--- config.mk ---
export PLATFORM = sky130hd
export DESIGN_NAME = ppt_timer
export DESIGN_NICKNAME = d
export VERILOG_FILES = /design/src/shared/ppt_pkg.sv /design/src/verilog/ppt_src_div.sv /design/src/verilog/ppt_reload_cnt.sv /design/src/verilog/ppt_timer.sv
export SDC_FILE = /design/constraint.sdc
export NUM_CORES = 1
export LEC_CHECK = 0
export BUFFER_PORTS_ARGS = -buffer_cell sky130_fd_sc_hd__buf_4
export CAP_MARGIN = 40
export CORE_MARGIN = 1
export CORE_UTILIZATION = 57
export DETAILED_ROUTE_END_ITERATION = 7
export GPL_TIMING_DRIVEN = 0
export PLACE_DENSITY = 0.86
export SETUP_SLACK_MARGIN = 0.02
export SLEW_MARGIN = 20
export SYNTH_ARGS = -nofsm -noshare
export SYNTH_HDL_FRONTEND = slang
export SYNTH_HIERARCHICAL = 1
export SYNTH_SLANG_ARGS = --single-unit
--- constraint.sdc ---
create_clock -name CLOCK_I -period 3.1 [get_ports CLOCK_I]
set_input_delay 0.62 -clock CLOCK_I [delete_from_list [all_inputs] [get_ports CLOCK_I]]
set_output_delay 0.62 -clock CLOCK_I [all_outputs]
set_load 0.01 [all_outputs]
--- src/shared/ppt_pkg.sv ---
package ppt_pkg;

	localparam int CNT_W = 8;

	localparam logic [7:0] OFS_CTRL  = 8'h00;
	localparam logic [7:0] OFS_IOCTL = 8'h04;
	localparam logic [7:0] OFS_MODE  = 8'h08;
	localparam logic [7:0] OFS_PRE   = 8'h0c;
	localparam logic [7:0] OFS_TMR   = 8'h10;

	localparam int BIT_START = 0;
	localparam int BIT_CSF   = 1;
	localparam int BIT_STOP  = 2;
	localparam int BIT_EDGF  = 4;
	localparam int BIT_UNDF  = 5;

	localparam int BIT_LVL   = 0;
	localparam int BIT_PSTOP = 1;
	localparam int BIT_INVEN = 2;
	localparam int BIT_ROUTE = 3;

	localparam int MODE_LSB = 0;
	localparam int SRC_LSB  = 4;

	localparam logic [7:0] RST_CNT = 8'hff;

	localparam int OSC_DIV_DEF = 4;
	localparam int SUB_DIV_DEF = 8192;

	typedef enum logic [2:0] {
		MODE_TIMER  = 3'h0,
		MODE_PULSE  = 3'h1,
		MODE_EVENT  = 3'h2,
		MODE_WIDTH  = 3'h3,
		MODE_PERIOD = 3'h4
	} ppt_mode_e;

	typedef enum logic [2:0] {
		SRC_F1  = 3'h0,
		SRC_F8  = 3'h1,
		SRC_OSC = 3'h2,
		SRC_F2  = 3'h3,
		SRC_SUB = 3'h4
	} ppt_src_e;

	typedef enum logic [1:0] {
		ST_STOP  = 2'b01,
		ST_COUNT = 2'b10
	} ppt_run_e;

	typedef struct packed {
		logic             clr;
		logic             wr;
		logic             run;
		logic             dec;
		logic [CNT_W-1:0] wdata;
	} ppt_cnt_ctl_s;

endpackage

--- src/verilog/ppt_src_div.sv ---
`timescale 1ns/1ns
`default_nettype none
module ppt_src_div import ppt_pkg::*; #(
	parameter int OSC_DIV = OSC_DIV_DEF,
	parameter int SUB_DIV = SUB_DIV_DEF
) (
	input  wire logic       clk_i,
	input  wire logic       rst_i,
	input  wire ppt_src_e   sel_i,
	output logic            tick_o
);
	typedef struct packed {
		logic        c2;
		logic [2:0]  c8;
		logic [15:0] co;
		logic [15:0] cs;
		logic        tick;
	} ppt_div_s;

	ppt_div_s s_q, s_d;
	logic     t8, to, ts;

	// Every rate but SRC_F1, which holds the enable high, is a one-cycle enable of the single system clock.
	always_comb begin
		s_d  = s_q;
		t8   = (s_q.c8 == 3'h7);
		to   = (s_q.co == 16'(OSC_DIV - 1));
		ts   = (s_q.cs == 16'(SUB_DIV - 1));
		s_d.c2 = ~s_q.c2;
		s_d.c8 = s_q.c8 + 3'h1;
		s_d.co = to ? 16'h0000 : s_q.co + 16'h0001;
		s_d.cs = ts ? 16'h0000 : s_q.cs + 16'h0001;
		case (sel_i)
			SRC_F1:  s_d.tick = 1'b1;
			SRC_F2:  s_d.tick = s_q.c2;
			SRC_F8:  s_d.tick = t8;
			SRC_OSC: s_d.tick = to;
			SRC_SUB: s_d.tick = ts;
			default: s_d.tick = 1'b0;
		endcase
	end

	always_ff @(posedge clk_i) begin
		if (rst_i) begin
			s_q <= '0;
		end else begin
			s_q <= s_d;
		end
	end

	assign tick_o = s_q.tick;
endmodule
`default_nettype wire

--- src/verilog/ppt_reload_cnt.sv ---
`timescale 1ns/1ns
`default_nettype none
module ppt_reload_cnt import ppt_pkg::*; (
	input  wire logic         clk_i,
	input  wire logic         rst_i,
	input  wire ppt_cnt_ctl_s ctl_i,
	output logic [CNT_W-1:0]  cnt_o,
	output logic              unf_o
);
	typedef struct packed {
		logic [CNT_W-1:0] rld;
		logic [CNT_W-1:0] cnt;
		logic             pend;
		logic             unf;
	} ppt_rc_s;

	ppt_rc_s s_q, s_d;

	always_comb begin
		s_d     = s_q;
		s_d.unf = 1'b0;
		if (ctl_i.clr) begin
			s_d.rld  = RST_CNT;
			s_d.cnt  = RST_CNT;
			s_d.pend = 1'b0;
		end else begin
			if (ctl_i.wr) begin
				s_d.rld = ctl_i.wdata;
			end
			if (ctl_i.wr && !ctl_i.run) begin
				s_d.cnt  = ctl_i.wdata;
				s_d.pend = 1'b0;
			end else if (ctl_i.dec) begin
				if (s_q.pend) begin
					s_d.cnt = s_d.rld;
				end else if (s_q.cnt == '0) begin
					s_d.cnt = s_d.rld;
					s_d.unf = 1'b1;
				end else begin
					s_d.cnt = s_q.cnt - 1'b1;
				end
				s_d.pend = ctl_i.wr;
			end else if (ctl_i.wr) begin
				// Held until the next decrement keeps the count coherent.
				s_d.pend = 1'b1;
			end
		end
	end

	always_ff @(posedge clk_i) begin
		if (rst_i) begin
			s_q <= '{rld: RST_CNT, cnt: RST_CNT, default: '0};
		end else begin
			s_q <= s_d;
		end
	end

	assign cnt_o = s_q.cnt;
	assign unf_o = s_q.unf;
endmodule
`default_nettype wire

--- src/verilog/ppt_timer.sv ---
`timescale 1ns/1ns
`default_nettype none
module ppt_timer import ppt_pkg::*; #(
	parameter int OSC_DIV = OSC_DIV_DEF,
	parameter int SUB_DIV = SUB_DIV_DEF
) (
	input  wire logic        CLOCK_I,
	input  wire logic        SYS_RST_I,
	input  wire logic        PSEL_I,
	input  wire logic        PENABLE_I,
	input  wire logic        PWRITE_I,
	input  wire logic [7:0]  PADDR_I,
	input  wire logic [31:0] PWDATA_I,
	output logic [31:0]      PRDATA_O,
	output logic             PREADY_O,
	output logic             PSLVERR_O,
	output logic             PIN_A_O,
	output logic             PIN_A_OE_O,
	output logic             PIN_B_O,
	output logic             PIN_B_OE_O,
	output logic             INV_PIN_O,
	output logic             INV_PIN_OE_O,
	output logic             TIMER_IRQ_O
);
	typedef struct packed {
		ppt_run_e    run;
		logic        start;
		logic        edgf;
		logic        undf;
		logic        level;
		logic        lvl_sel;
		logic        pstop;
		logic        inven;
		logic        route;
		ppt_mode_e   mode;
		ppt_src_e    src;
		logic        pready;
		logic        pslverr;
		logic [31:0] prdata;
		logic        pin_a;
		logic        pin_a_oe;
		logic        pin_b;
		logic        pin_b_oe;
		logic        inv;
		logic        inv_oe;
		logic        irq;
	} ppt_top_s;

	ppt_top_s s_q, s_d;

	ppt_cnt_ctl_s     pre_ctl;
	ppt_cnt_ctl_s     tmr_ctl;
	logic [CNT_W-1:0] pre_cnt;
	logic [CNT_W-1:0] tmr_cnt;
	logic             pre_unf;
	logic             tmr_unf;
	logic             src_tick;

	logic             acc;
	logic             wr;
	logic             wr_ctrl;
	logic             wr_io;
	logic             wr_mode;
	logic             wr_pre;
	logic             wr_tmr;
	logic             fstop;
	logic             counting;
	logic             pulse_en;

	function automatic logic hit(input logic [7:0] a,
			input logic [7:0] ofs);
		hit = (a == ofs);
	endfunction

	function automatic logic mapped(input logic [7:0] a);
		mapped = hit(a, OFS_CTRL) | hit(a, OFS_IOCTL) |
			hit(a, OFS_MODE) | hit(a, OFS_PRE) | hit(a, OFS_TMR);
	endfunction

	ppt_src_div #(
		.OSC_DIV (OSC_DIV),
		.SUB_DIV (SUB_DIV)
	) u_div (
		.clk_i  (CLOCK_I),
		.rst_i  (SYS_RST_I),
		.sel_i  (s_q.src),
		.tick_o (src_tick)
	);

	ppt_reload_cnt u_pre (
		.clk_i (CLOCK_I),
		.rst_i (SYS_RST_I),
		.ctl_i (pre_ctl),
		.cnt_o (pre_cnt),
		.unf_o (pre_unf)
	);

	ppt_reload_cnt u_tmr (
		.clk_i (CLOCK_I),
		.rst_i (SYS_RST_I),
		.ctl_i (tmr_ctl),
		.cnt_o (tmr_cnt),
		.unf_o (tmr_unf)
	);

	// A write lands on the edge that samples pready high.
	always_comb begin
		acc      = PSEL_I & PENABLE_I & s_q.pready;
		wr       = acc & PWRITE_I & mapped(PADDR_I);
		wr_ctrl  = wr & hit(PADDR_I, OFS_CTRL);
		wr_io    = wr & hit(PADDR_I, OFS_IOCTL);
		wr_mode  = wr & hit(PADDR_I, OFS_MODE);
		wr_pre   = wr & hit(PADDR_I, OFS_PRE);
		wr_tmr   = wr & hit(PADDR_I, OFS_TMR);
		fstop    = wr_ctrl & PWDATA_I[BIT_STOP];
		counting = (s_q.run == ST_COUNT);
		pulse_en = (s_q.mode == MODE_PULSE);
	end

	always_comb begin
		pre_ctl       = '0;
		pre_ctl.clr   = fstop;
		pre_ctl.wr    = wr_pre;
		pre_ctl.run   = counting;
		pre_ctl.dec   = counting & src_tick;
		pre_ctl.wdata = PWDATA_I[CNT_W-1:0];
		tmr_ctl       = '0;
		tmr_ctl.clr   = fstop;
		tmr_ctl.wr    = wr_tmr;
		tmr_ctl.run   = counting;
		tmr_ctl.dec   = pre_unf;
		tmr_ctl.wdata = PWDATA_I[CNT_W-1:0];
	end

	always_comb begin
		s_d         = s_q;
		s_d.irq     = tmr_unf;
		s_d.pready  = PSEL_I & PENABLE_I & ~s_q.pready;
		s_d.pslverr = PSEL_I & PENABLE_I & ~s_q.pready &
			~mapped(PADDR_I);
		if (PSEL_I & PENABLE_I & ~s_q.pready) begin
			s_d.prdata = '0;
			case (PADDR_I)
				OFS_CTRL: begin
					s_d.prdata[BIT_START] = s_q.start;
					s_d.prdata[BIT_CSF]   = counting;
					s_d.prdata[BIT_EDGF]  = s_q.edgf;
					s_d.prdata[BIT_UNDF]  = s_q.undf;
				end
				OFS_IOCTL: begin
					s_d.prdata[BIT_LVL]   = s_q.lvl_sel;
					s_d.prdata[BIT_PSTOP] = s_q.pstop;
					s_d.prdata[BIT_INVEN] = s_q.inven;
					s_d.prdata[BIT_ROUTE] = s_q.route;
				end
				OFS_MODE: begin
					s_d.prdata[MODE_LSB +: 3] = s_q.mode;
					s_d.prdata[SRC_LSB +: 3]  = s_q.src;
				end
				OFS_PRE: begin
					s_d.prdata[CNT_W-1:0] = pre_cnt;
				end
				OFS_TMR: begin
					s_d.prdata[CNT_W-1:0] = tmr_cnt;
				end
				default: begin
					s_d.prdata = '0;
				end
			endcase
		end

		if (wr_ctrl) begin
			s_d.start = PWDATA_I[BIT_START];
			// Zero clears; a one written leaves the flag alone.
			if (!PWDATA_I[BIT_EDGF]) begin
				s_d.edgf = 1'b0;
			end
			if (!PWDATA_I[BIT_UNDF]) begin
				s_d.undf = 1'b0;
			end
		end
		// Only hardware sets undf, and the set beats a clear.
		if (tmr_unf) begin
			s_d.undf = 1'b1;
		end

		if (wr_io) begin
			s_d.lvl_sel = PWDATA_I[BIT_LVL];
			s_d.pstop   = PWDATA_I[BIT_PSTOP];
			s_d.inven   = PWDATA_I[BIT_INVEN];
			s_d.route   = PWDATA_I[BIT_ROUTE];
		end

		if (wr_mode) begin
			// Unlisted codes fall back to plain timing.
			case (PWDATA_I[MODE_LSB +: 3])
				MODE_PULSE:  s_d.mode = MODE_PULSE;
				MODE_EVENT:  s_d.mode = MODE_EVENT;
				MODE_WIDTH:  s_d.mode = MODE_WIDTH;
				MODE_PERIOD: s_d.mode = MODE_PERIOD;
				default:     s_d.mode = MODE_TIMER;
			endcase
			case (PWDATA_I[SRC_LSB +: 3])
				SRC_F8:  s_d.src = SRC_F8;
				SRC_OSC: s_d.src = SRC_OSC;
				SRC_F2:  s_d.src = SRC_F2;
				SRC_SUB: s_d.src = SRC_SUB;
				default: s_d.src = SRC_F1;
			endcase
			s_d.level = ~s_q.lvl_sel;
		end else if (tmr_unf) begin
			s_d.level = ~s_q.level;
		end

		// Run state follows start only on a source edge, except that a stop write stops it at once.
		case (s_q.run)
			ST_STOP: begin
				if (s_q.start && src_tick) begin
					s_d.run = ST_COUNT;
				end
			end
			ST_COUNT: begin
				if (!s_q.start && src_tick) begin
					s_d.run = ST_STOP;
				end
			end
			default: begin
				s_d.run = ST_STOP;
			end
		endcase

		if (fstop) begin
			s_d.start = 1'b0;
			s_d.run   = ST_STOP;
		end

		s_d.pin_a    = s_q.level;
		s_d.pin_b    = s_q.level;
		s_d.pin_a_oe = pulse_en & ~s_q.pstop & ~s_q.route;
		s_d.pin_b_oe = pulse_en & ~s_q.pstop & s_q.route;
		s_d.inv      = ~s_q.level;
		s_d.inv_oe   = pulse_en & s_q.inven;
	end

	// Everything starts stopped; only software sets start.
	always_ff @(posedge CLOCK_I) begin
		if (SYS_RST_I) begin
			s_q       <= '0;
			s_q.run   <= ST_STOP;
			s_q.mode  <= MODE_TIMER;
			s_q.src   <= SRC_F1;
			s_q.level <= 1'b1;
		end else begin
			s_q <= s_d;
		end
	end

	assign PRDATA_O     = s_q.prdata;
	assign PREADY_O     = s_q.pready;
	assign PSLVERR_O    = s_q.pslverr;
	assign PIN_A_O      = s_q.pin_a;
	assign PIN_A_OE_O   = s_q.pin_a_oe;
	assign PIN_B_O      = s_q.pin_b;
	assign PIN_B_OE_O   = s_q.pin_b_oe;
	assign INV_PIN_O    = s_q.inv;
	assign INV_PIN_OE_O = s_q.inv_oe;
	assign TIMER_IRQ_O  = s_q.irq;
endmodule
`default_nettype wire

==> results of run 1 <==
## Yosys cell counts (4+ instances only)
| master | count | share of area [%] |
|---|---|---|
| dfxtp_1 | 104 | 38 |
| nor2_1 | 62 | 4.2 |
| buf_4 | 53 | 7.2 |
| mux2i_1 | 36 | 6.5 |
| nand2_1 | 34 | 2.3 |
| nor3_1 | 22 | 2.0 |
| xor2_1 | 19 | 3.0 |
| xnor2_1 | 18 | 2.9 |
| nand3_1 | 16 | 1.5 |
| a21oi_1 | 15 | 1.4 |
| a211oi_1 | 13 | 1.8 |
| inv_1 | 13 | 0.88 |
| nor2b_1 | 13 | 1.5 |
| nor2_2 | 12 | 1.4 |
| and3_1 | 10 | 1.1 |
| nand4_1 | 10 | 1.1 |
| clkbuf_1 | 9 | 0.61 |
| ha_1 | 8 | 1.8 |
| nor4_1 | 8 | 0.91 |
| nand2b_1 | 7 | 0.79 |
| nor3b_1 | 7 | 0.95 |
| o21ai_0 | 7 | 0.63 |
| mux2_2 | 6 | 1.2 |
| nor4_2 | 6 | 1.4 |
| or2_2 | 5 | 0.57 |
| a22oi_1 | 4 | 0.54 |
| and4_1 | 4 | 0.63 |
| buf_6 | 4 | 0.82 |
| nand3b_1 | 4 | 0.54 |
| o21a_1 | 4 | 0.54 |
| o21ai_1 | 4 | 0.36 |
| o2bb2ai_1 | 4 | 0.63 |
| o311ai_0 | 4 | 0.63 |
## registers in the layout, indices dropped and copies added (netlist names), 8 cells and up
signal and cells:
PRDATA_O 8, u_tmr/s_q 9, u_pre/cnt_o 8, u_tmr/cnt_o 8, u_div/s_q 36, u_pre/s_q 9, s_q 14
## through the flow
| step | std cells | setup WS, ps | cell area [um^2] |
|---|---|---|---|
| 2_1_floorplan | 628 | 240.6 | 5607 |
| 3_3_place_gp | 794 | -120.7 | 6046 |
| 3_5_place_dp | 794 | -149.3 | 6046 |
| 4_1_cts | 810 | 229.3 | 6261 |
| 5_1_grt | 810 | 63.80 | 6261 |
| 6_report | 810 | 202.9 | 6261 |
## worst max-delay path: cells and delay by family
family / cells / cell delay [ps]
AOI/OAI and AO/OA: 2 / 350
and+or+nand+nor: 5 / 1420
buffers and inverters: 4 / 770
## final timing paths
check                        end
setup reg to reg  u_pre/cnt_o[1]
hold reg to reg    u_div/s_q[36]
hold / removal     u_div/s_q[36]
setup / recovery  u_pre/cnt_o[1]
## cells by family after synthesis
group / Yosys count
other: 1
buffers and inverters: 83
multiplexers: 42
flip-flops: 104
AO/OA/AOI/OAI: 77
XOR/XNOR: 37
adder cells (fa/ha/maj): 8
AND/OR/NAND/NOR: 253
## power by group through the flow
stage / combinational [mW] / sequential [mW] / clock (mW)
floorplan: 0.117 / 1.39 / 0
CTS: 0.184 / 1.36 / 0.903
global route: 0.203 / 1.37 / 0.955
detailed placement: 0.181 / 1.39 / 0
finish: 0.186 / 1.36 / 0.887
global placement: 0.177 / 1.39 / 0
## final cells by class
type	instances	area (um^2)
Buffer	70	495.5
Clock buffer	9	123.9
Clock inverter	7	91.34
Fill cell	731	3067
Inverter	13	48.80
Multi-Input combinational cell	441	2980
Sequential cell	104	2082
Tap cell	129	161.4
Timing Repair Buffer	37	277.8
## metal layers
layer | up-vias | part of all wire [%] | wire [um]
met5 | - | 0 | 0
met4 | 0 | 2.7 | 331
met3 | 36 | 6.8 | 831
met2 | 207 | 47 | 5797
met1 | 2141 | 43 | 5346
li1 | 2206 | - | -
==> key figures, run 1 <==
Global routing
  – M1 GR Usage: 32.48%
  – First-pass GRT wire length: between 20000 and 25000 um
  – Global Route met2 Usage: 41.73%
  – Vias in the first global route: roughly 4.2k
  – GR Util All Layers: between 20% and 30%
  – Busiest grt layer: met2
  – Initial antenna violation count: 0
  – Grt met3 use: under 10%
  – Largest net degree at the start of global routing: 20
  – Remaining global-route overflow: 0

Cells and area
  – Most common cell after layout, fill and taps aside: dfxtp_1
  – P&R area growth vs syn: 13.42%
  – Layout cells sized above 1: 24.38%
  – Final Util: around two thirds
  – Nets: about 730
  – Antenna cell count: 0
  – Most frequent cells in the layout: dfxtp_1 (104), buf_4 (90), nor2_1 (62)

Logic synthesis
  – Yosys warns: 6
  – Mapped Avg Cell Area: just over 9 um^2
  – Number of synthesized flops with an enable pin: 0
  – Sequential fraction of the synthesis area: a little under two fifths
  – Mux share of post-synthesis cell area: under 10%
  – Largest family of logic cells by synthesized area: simple AND/OR/NAND/NOR gates
  – Post-synth design cell area: between 0.005 and 0.006 mm^2
  – Unique masters post-synth: 64
  – Post-synthesis adder-cell area fraction: ~1.8%
  – Primary FF master, synth: dfxtp_1
  – Fraction of registers with async set/reset: 0%
  – Simple-gate portion of the synthesized area: between 20% and 30%
  – Cells after Synth: just over 600
  – Seq cells post-synth: 104
  – Xor-xnor portion of the synthesized cell area: 5.870%
  – Synth Area in Compound Gates: under 10%

Detailed routing
  – Initial DRC count: 234
  – Final WL: between 10000 and 15000 um
  – Detailed-route wire length per cell: 15.19 um
  – Vias per cell: ~5.7
  – # DRC: 0
  – DR pass1 iterations: 5
  – ANT nets after route: 0
  – Via count: between 4k and 5k

Clock tree
  – CTS tree: done
  – Number of gates resized after CTS: 0
  – Htree depth: 3
  – Root buffer cell: clkbuf_8
  – Clock Path Buffers: 2
  – Clk sinks: 104
  – CTS Buf Count: 9
  – Clock-pin slew on the worst setup and hold paths: roughly 90 ps
  – Hold_buf cts: 0
  – Clk_lat worst skew: 370 ps
  – Buffers inserted by post-CTS timing repair: 0

Power
  – Net Sw Frac: roughly 25%
  – Sequential fraction of design power: around 56%
  – Tot Pwr: 2.436 mW
  – Combinational power share: under 10%
  – Pwr per Cell Area: around 400 mW/mm^2
  – Switching pwr: a little over 600 uW
  – Peak supply drop: roughly 0.22 mV
  – Clk network pwr share: 36.4%
  – Cell-internal power: ~1.8 mW
  – Leakage: 2.365 nW

STA
  – Slew @ Worst Pin: approximately 740 ps
  – Hold Vio Cnt, Final: 0
  – Final setup vio count: 0
  – Clock skew: between 10 and 15 ps
  – WHS: about 420 ps
  – Final period demand of the worst path: 2897 ps
  – Max-slew violations: 0
  – RSZ-0062 raised after global routing: false
  – Fin crit share: between 90% and 100%
  – Fmax: 345.2 MHz
  – Final setup TNS: 0 ps
  – Slew HR: between 50% and 60%

Floorplan
  – Die ar.: just over 0.01 mm^2
  – Starting density of the core: about three fifths
  – Core Area: 0.009328 mm^2
  – Die height: about 100 um
  – Core Rows: 35
  – IO Pins: 86
  – Die Width: 100.4 um

Placement
  – Dpl hpwl: 8971 um
  – GP Congestion: about 1
  – Number of buffers added on ports: 37

Critical path
  – Element type at the critical path end: register
  – CP max-delay cell: or4_4
  – FF-to-FF Start: PREADY_O
  – Crit path DAT: around 3200 ps
  – Flop2flop setup slack: around 650 ps
  – Worst path most repeated cell: buf_4
  – Worst setup SP type: primary input
  – Crit-path cells: buf_4 -> or4_4 -> buf_6 -> or3_4 -> nor2_1 -> buf_4 -> and2b_1 -> buf_2 -> nor3_1 -> a211oi_1 -> o21ai_2
  – R2r worst-path depth: 9
  – CP startpoint: PADDR_I[0]
  – CP Max Fanout: 10
  – CP max stage delay: about 520 ps
  – Crit Path Category: primary input to register
  – CP Data Required Time: around 3400 ps

Outcome
  – Status: complete, no violations

Worst hold path
  – Worst hold path depth: 1
  – Hold Crit Class: register to register
  – Hold Crit Start: u_div/s_q[36]

Flow run
  – MaxCap Viol Count: 0
No activity file was read; power rests on OpenSTA's default activity.
==> inputs of run 2 (changes only) <==
Settings changed: ABC_AREA set to 1, CORE_UTILIZATION 57 to 58, PLACE_DENSITY 0.86 to 0.87.
==> key figures, run 2 <==
STA
  – Clock skew: 10.02 ps (was 12.01 ps)
  – Slew HR: 56.08% (was 50.82%)
  – WHS: 423.6 ps (was 415.2 ps)
  – Final setup TNS: 0 ps (unchanged)
  – Slew @ Worst Pin: 656.3 ps (was 736.2 ps)
  – Max-slew violations: 0 (unchanged)
  – Hold Vio Cnt, Final: 0 (unchanged)
  – Final setup vio count: 0 (unchanged)
  – Fin crit share: 79.22% (was 93.45%)
  – Fmax: 407.2 MHz (was 345.2 MHz)
  – RSZ-0062 raised after global routing: false (unchanged)
  – Final period demand of the worst path: 2456 ps (was 2897 ps)

Global routing
  – Initial antenna violation count: 0 (unchanged)
  – GR Util All Layers: 26.06% (was 25.37%)
  – Largest net degree at the start of global routing: 18 (was 20)
  – First-pass GRT wire length: 20970 um (was 20180 um)
  – Remaining global-route overflow: 0 (unchanged)
  – Vias in the first global route: 4772 (was 4222)

Cells and area
  – Largest register by flop count: u_div/s_q (unchanged)
  – Top flop regs: u_div/s_q x36, s_q x14 (unchanged)
  – Antenna cell count: 0 (unchanged)
  – Layout Cells excl Fill: 1031 (was 810)
  – Final Util: 67.43% (was 67.12%)
  – P&R area growth vs syn: 13.36% (was 13.42%)
  – Most frequent cells in the layout: nand2_1 (185), dfxtp_1 (104), inv_1 (103) (was dfxtp_1 (104), buf_4 (90), nor2_1 (62))
  – Fill count: 817 (was 731)
  – Max reg flops: 36 (unchanged)
  – Most common cell after layout, fill and taps aside: nand2_1 (was dfxtp_1)
  – Nets: 946 (was 729)
  – Layout cells sized above 1: 18.49% (was 24.38%)

Logic synthesis
  – Post-synth design cell area: 0.005761 mm^2 (was 0.005520 mm^2)
  – Seq cells post-synth: 104 (unchanged)
  – Top-area cell type share of the netlist area: 36.14% (was 37.72%)
  – Cells after Synth: 822 (was 605)
  – Mapped Avg Cell Area: 7.008 um^2 (was 9.124 um^2)
  – Number of synthesized flops with an enable pin: 0 (unchanged)
  – Primary FF master, synth: dfxtp_1 (unchanged)
  – Post-synth top cells: nand2_1 (185), dfxtp_1 (104), inv_1 (103) (was dfxtp_1 (104), nor2_1 (62), buf_4 (53))
  – Most frequent cell after synthesis: nand2_1 (was dfxtp_1)
  – Yosys warns: 6 (unchanged)
  – Largest cells by area after synthesis: dfxtp_1 (36%), nand2_1 (12%), inv_1 (6.7%) (was dfxtp_1 (38%), buf_4 (7.2%), mux2i_1 (6.5%))
  – Sequential fraction of the synthesis area: 36.14% (was 37.72%)
  – Fraction of registers with async set/reset: 0% (unchanged)
  – Unique masters post-synth: 38 (was 64)
  – Synth area leader: dfxtp_1 (unchanged)

Power
  – Clk network pwr share: 38.5% (was 36.4%)
  – Leakage: 2.964 nW (was 2.365 nW)
  – Peak supply drop: 0.2595 mV (was 0.2201 mV)
  – Combinational power share: 7.6% (about the same)
  – Net Sw Frac: 23.42% (was 25.26%)
  – Cell-internal power: 1.940 mW (was 1.821 mW)
  – Switching pwr: 593.0 uW (was 615.4 uW)
  – Pwr per Cell Area: 387.8 mW/mm^2 (was 389.1 mW/mm^2)
  – Sequential fraction of design power: 53.9% (was 56.0%)

Placement
  – Inst Count DP: 1015 (was 794)
  – Dpl hpwl: 9699 um (was 8971 um)
  – GP Congestion: 0.9332 (was 0.9846)
  – Number of buffers added on ports: 37 (unchanged)

Detailed routing
  – Via count: 5299 (was 4590)
  – Initial DRC count: 360 (was 234)
  – Detailed-route wire length per cell: 12.36 um (was 15.19 um)
  – Vias per cell: 5.140 (was 5.667)
  – DR pass1 iterations: 7 (was 5)
  – ANT nets after route: 0 (unchanged)
  – Final WL: 12740 um (was 12310 um)
  – # DRC: 0 (unchanged)

Critical path
  – Worst setup SP type: primary input (unchanged)
  – R2r worst-path depth: 10 (was 9)
  – Crit path DAT: 2730 ps (was 3150 ps)
  – Crit Path Category: primary input to register (unchanged)
  – CP Max Fanout: 10 (unchanged)
  – CP Data Required Time: 3370 ps (was 3360 ps)
  – Element type at the critical path end: register (unchanged)

Worst hold path
  – Worst hold path depth: 1 (unchanged)
  – Hold Crit Class: register to register (unchanged)

Clock tree
  – Buffers inserted by post-CTS timing repair: 0 (unchanged)
  – CTS Buf Count: 9 (unchanged)
  – Number of gates resized after CTS: 0 (unchanged)
  – Clock-pin slew on the worst setup and hold paths: 100 ps (was 90 ps)
  – Clk sinks: 104 (unchanged)
  – Hold_buf cts: 0 (unchanged)
  – CTS tree: done (unchanged)
  – Htree depth: 3 (unchanged)
  – Clk_lat worst skew: 380 ps (was 370 ps)
  – Root buffer cell: clkbuf_8 (unchanged)
  – Clock Path Buffers: 2 (unchanged)

Outcome
  – Status: complete, no violations (unchanged)

Floorplan
  – Die ar.: 0.01033 mm^2 (was 0.01008 mm^2)
  – Core Area: 0.009684 mm^2 (was 0.009328 mm^2)
  – Die Width: 101.7 um (was 100.4 um)
  – IO Pins: 86 (unchanged)
  – Die height: 101.7 um (was 100.4 um)
  – Core Rows: 36 (was 35)
  – Starting density of the core: 59.48% (was 59.18%)

Flow run
  – MaxCap Viol Count: 0 (unchanged)
[run 2: layout make-up]
cell class / count / area [um^2] / area share [%]
multi-input cells: 564 / 2873 / 43.99
flip-flops and latches: 104 / 2082 / 31.88
plain buffers: 61 / 456.7 / 6.994
inverters: 116 / 435.4 / 6.668
repair buffers: 37 / 277.8 / 4.254
well taps: 133 / 166.4 / 2.548
clock buffers: 11 / 151.4 / 2.318
clock inverters: 5 / 87.58 / 1.341
[run 2: power groups by stage]
stage          sequential (mW)  clock [mW]  combinational, mW
6_report                  1.37       0.975              0.192
3_5_place_dp              1.40           0              0.190
4_1_cts                   1.37        1.00              0.190
2_1_floorplan             1.40           0              0.125
5_1_grt                   1.37        1.05              0.214
3_3_place_gp              1.40           0              0.186
[run 2: stage by stage]
step | total power [mW] | instance area, um^2 | setup slack (ps)
global placement | 1.582 | 6291 | 321.2
floorplan | 1.520 | 5847 | 771.2
CTS | 2.559 | 6530 | 687.7
detailed placement | 1.587 | 6291 | 264.8
global route | 2.631 | 6530 | 447.5
finish | 2.533 | 6530 | 644.3
[run 2: cells by family (layout without fill, tap and decap cells)]
logic type,after synthesis,in the layout,synth area share (%)
adders and majority gates,8,8,1.738
muxes,8,8,1.390
and+or+nand+nor,427,427,35.01
AOI/OAI and AO/OA,83,83,8.036
DFF,104,104,36.14
other,1,24,0.06510
xor gates and xnor gates,14,14,2.128
buffers and inverters,177,230,15.49
[run 2: path summary, 6_finish.rpt]
| path | start | to | slack (ps) |
|---|---|---|---|
| worst min-delay path | u_div/s_q[36] | u_div/s_q[36] | 420 |
| worst max-delay path | PADDR_I[1] | u_tmr/cnt_o[2] | 640 |
| worst min register to register | u_div/s_q[36] | u_div/s_q[36] | 420 |
| worst max register to register | PREADY_O | u_tmr/cnt_o[2] | 710 |
[run 2: worst max-delay path, cell delays in order]
cell	delay (ps)
buf_4	110
nor2_1	140
nand3_1	130
inv_2	140
nand2_1	110
nand3_4	170
nand2_1	90
nor2_1	510
buf_6	230
mux2i_1	230
nand2_1	100
nand3_1	70
nand3_1	70
[run 2: routing by layer]
metal | GRT usage (%) | part of all wire [%] | up-vias
li1 | - | - | 2694
met1 | 30.53 | 42 | 2404
met2 | 45.53 | 50 | 182
met3 | 6.073 | 6.1 | 19
met4 | 10.93 | 1.9 | 0
met5 | 0 | 0 | -
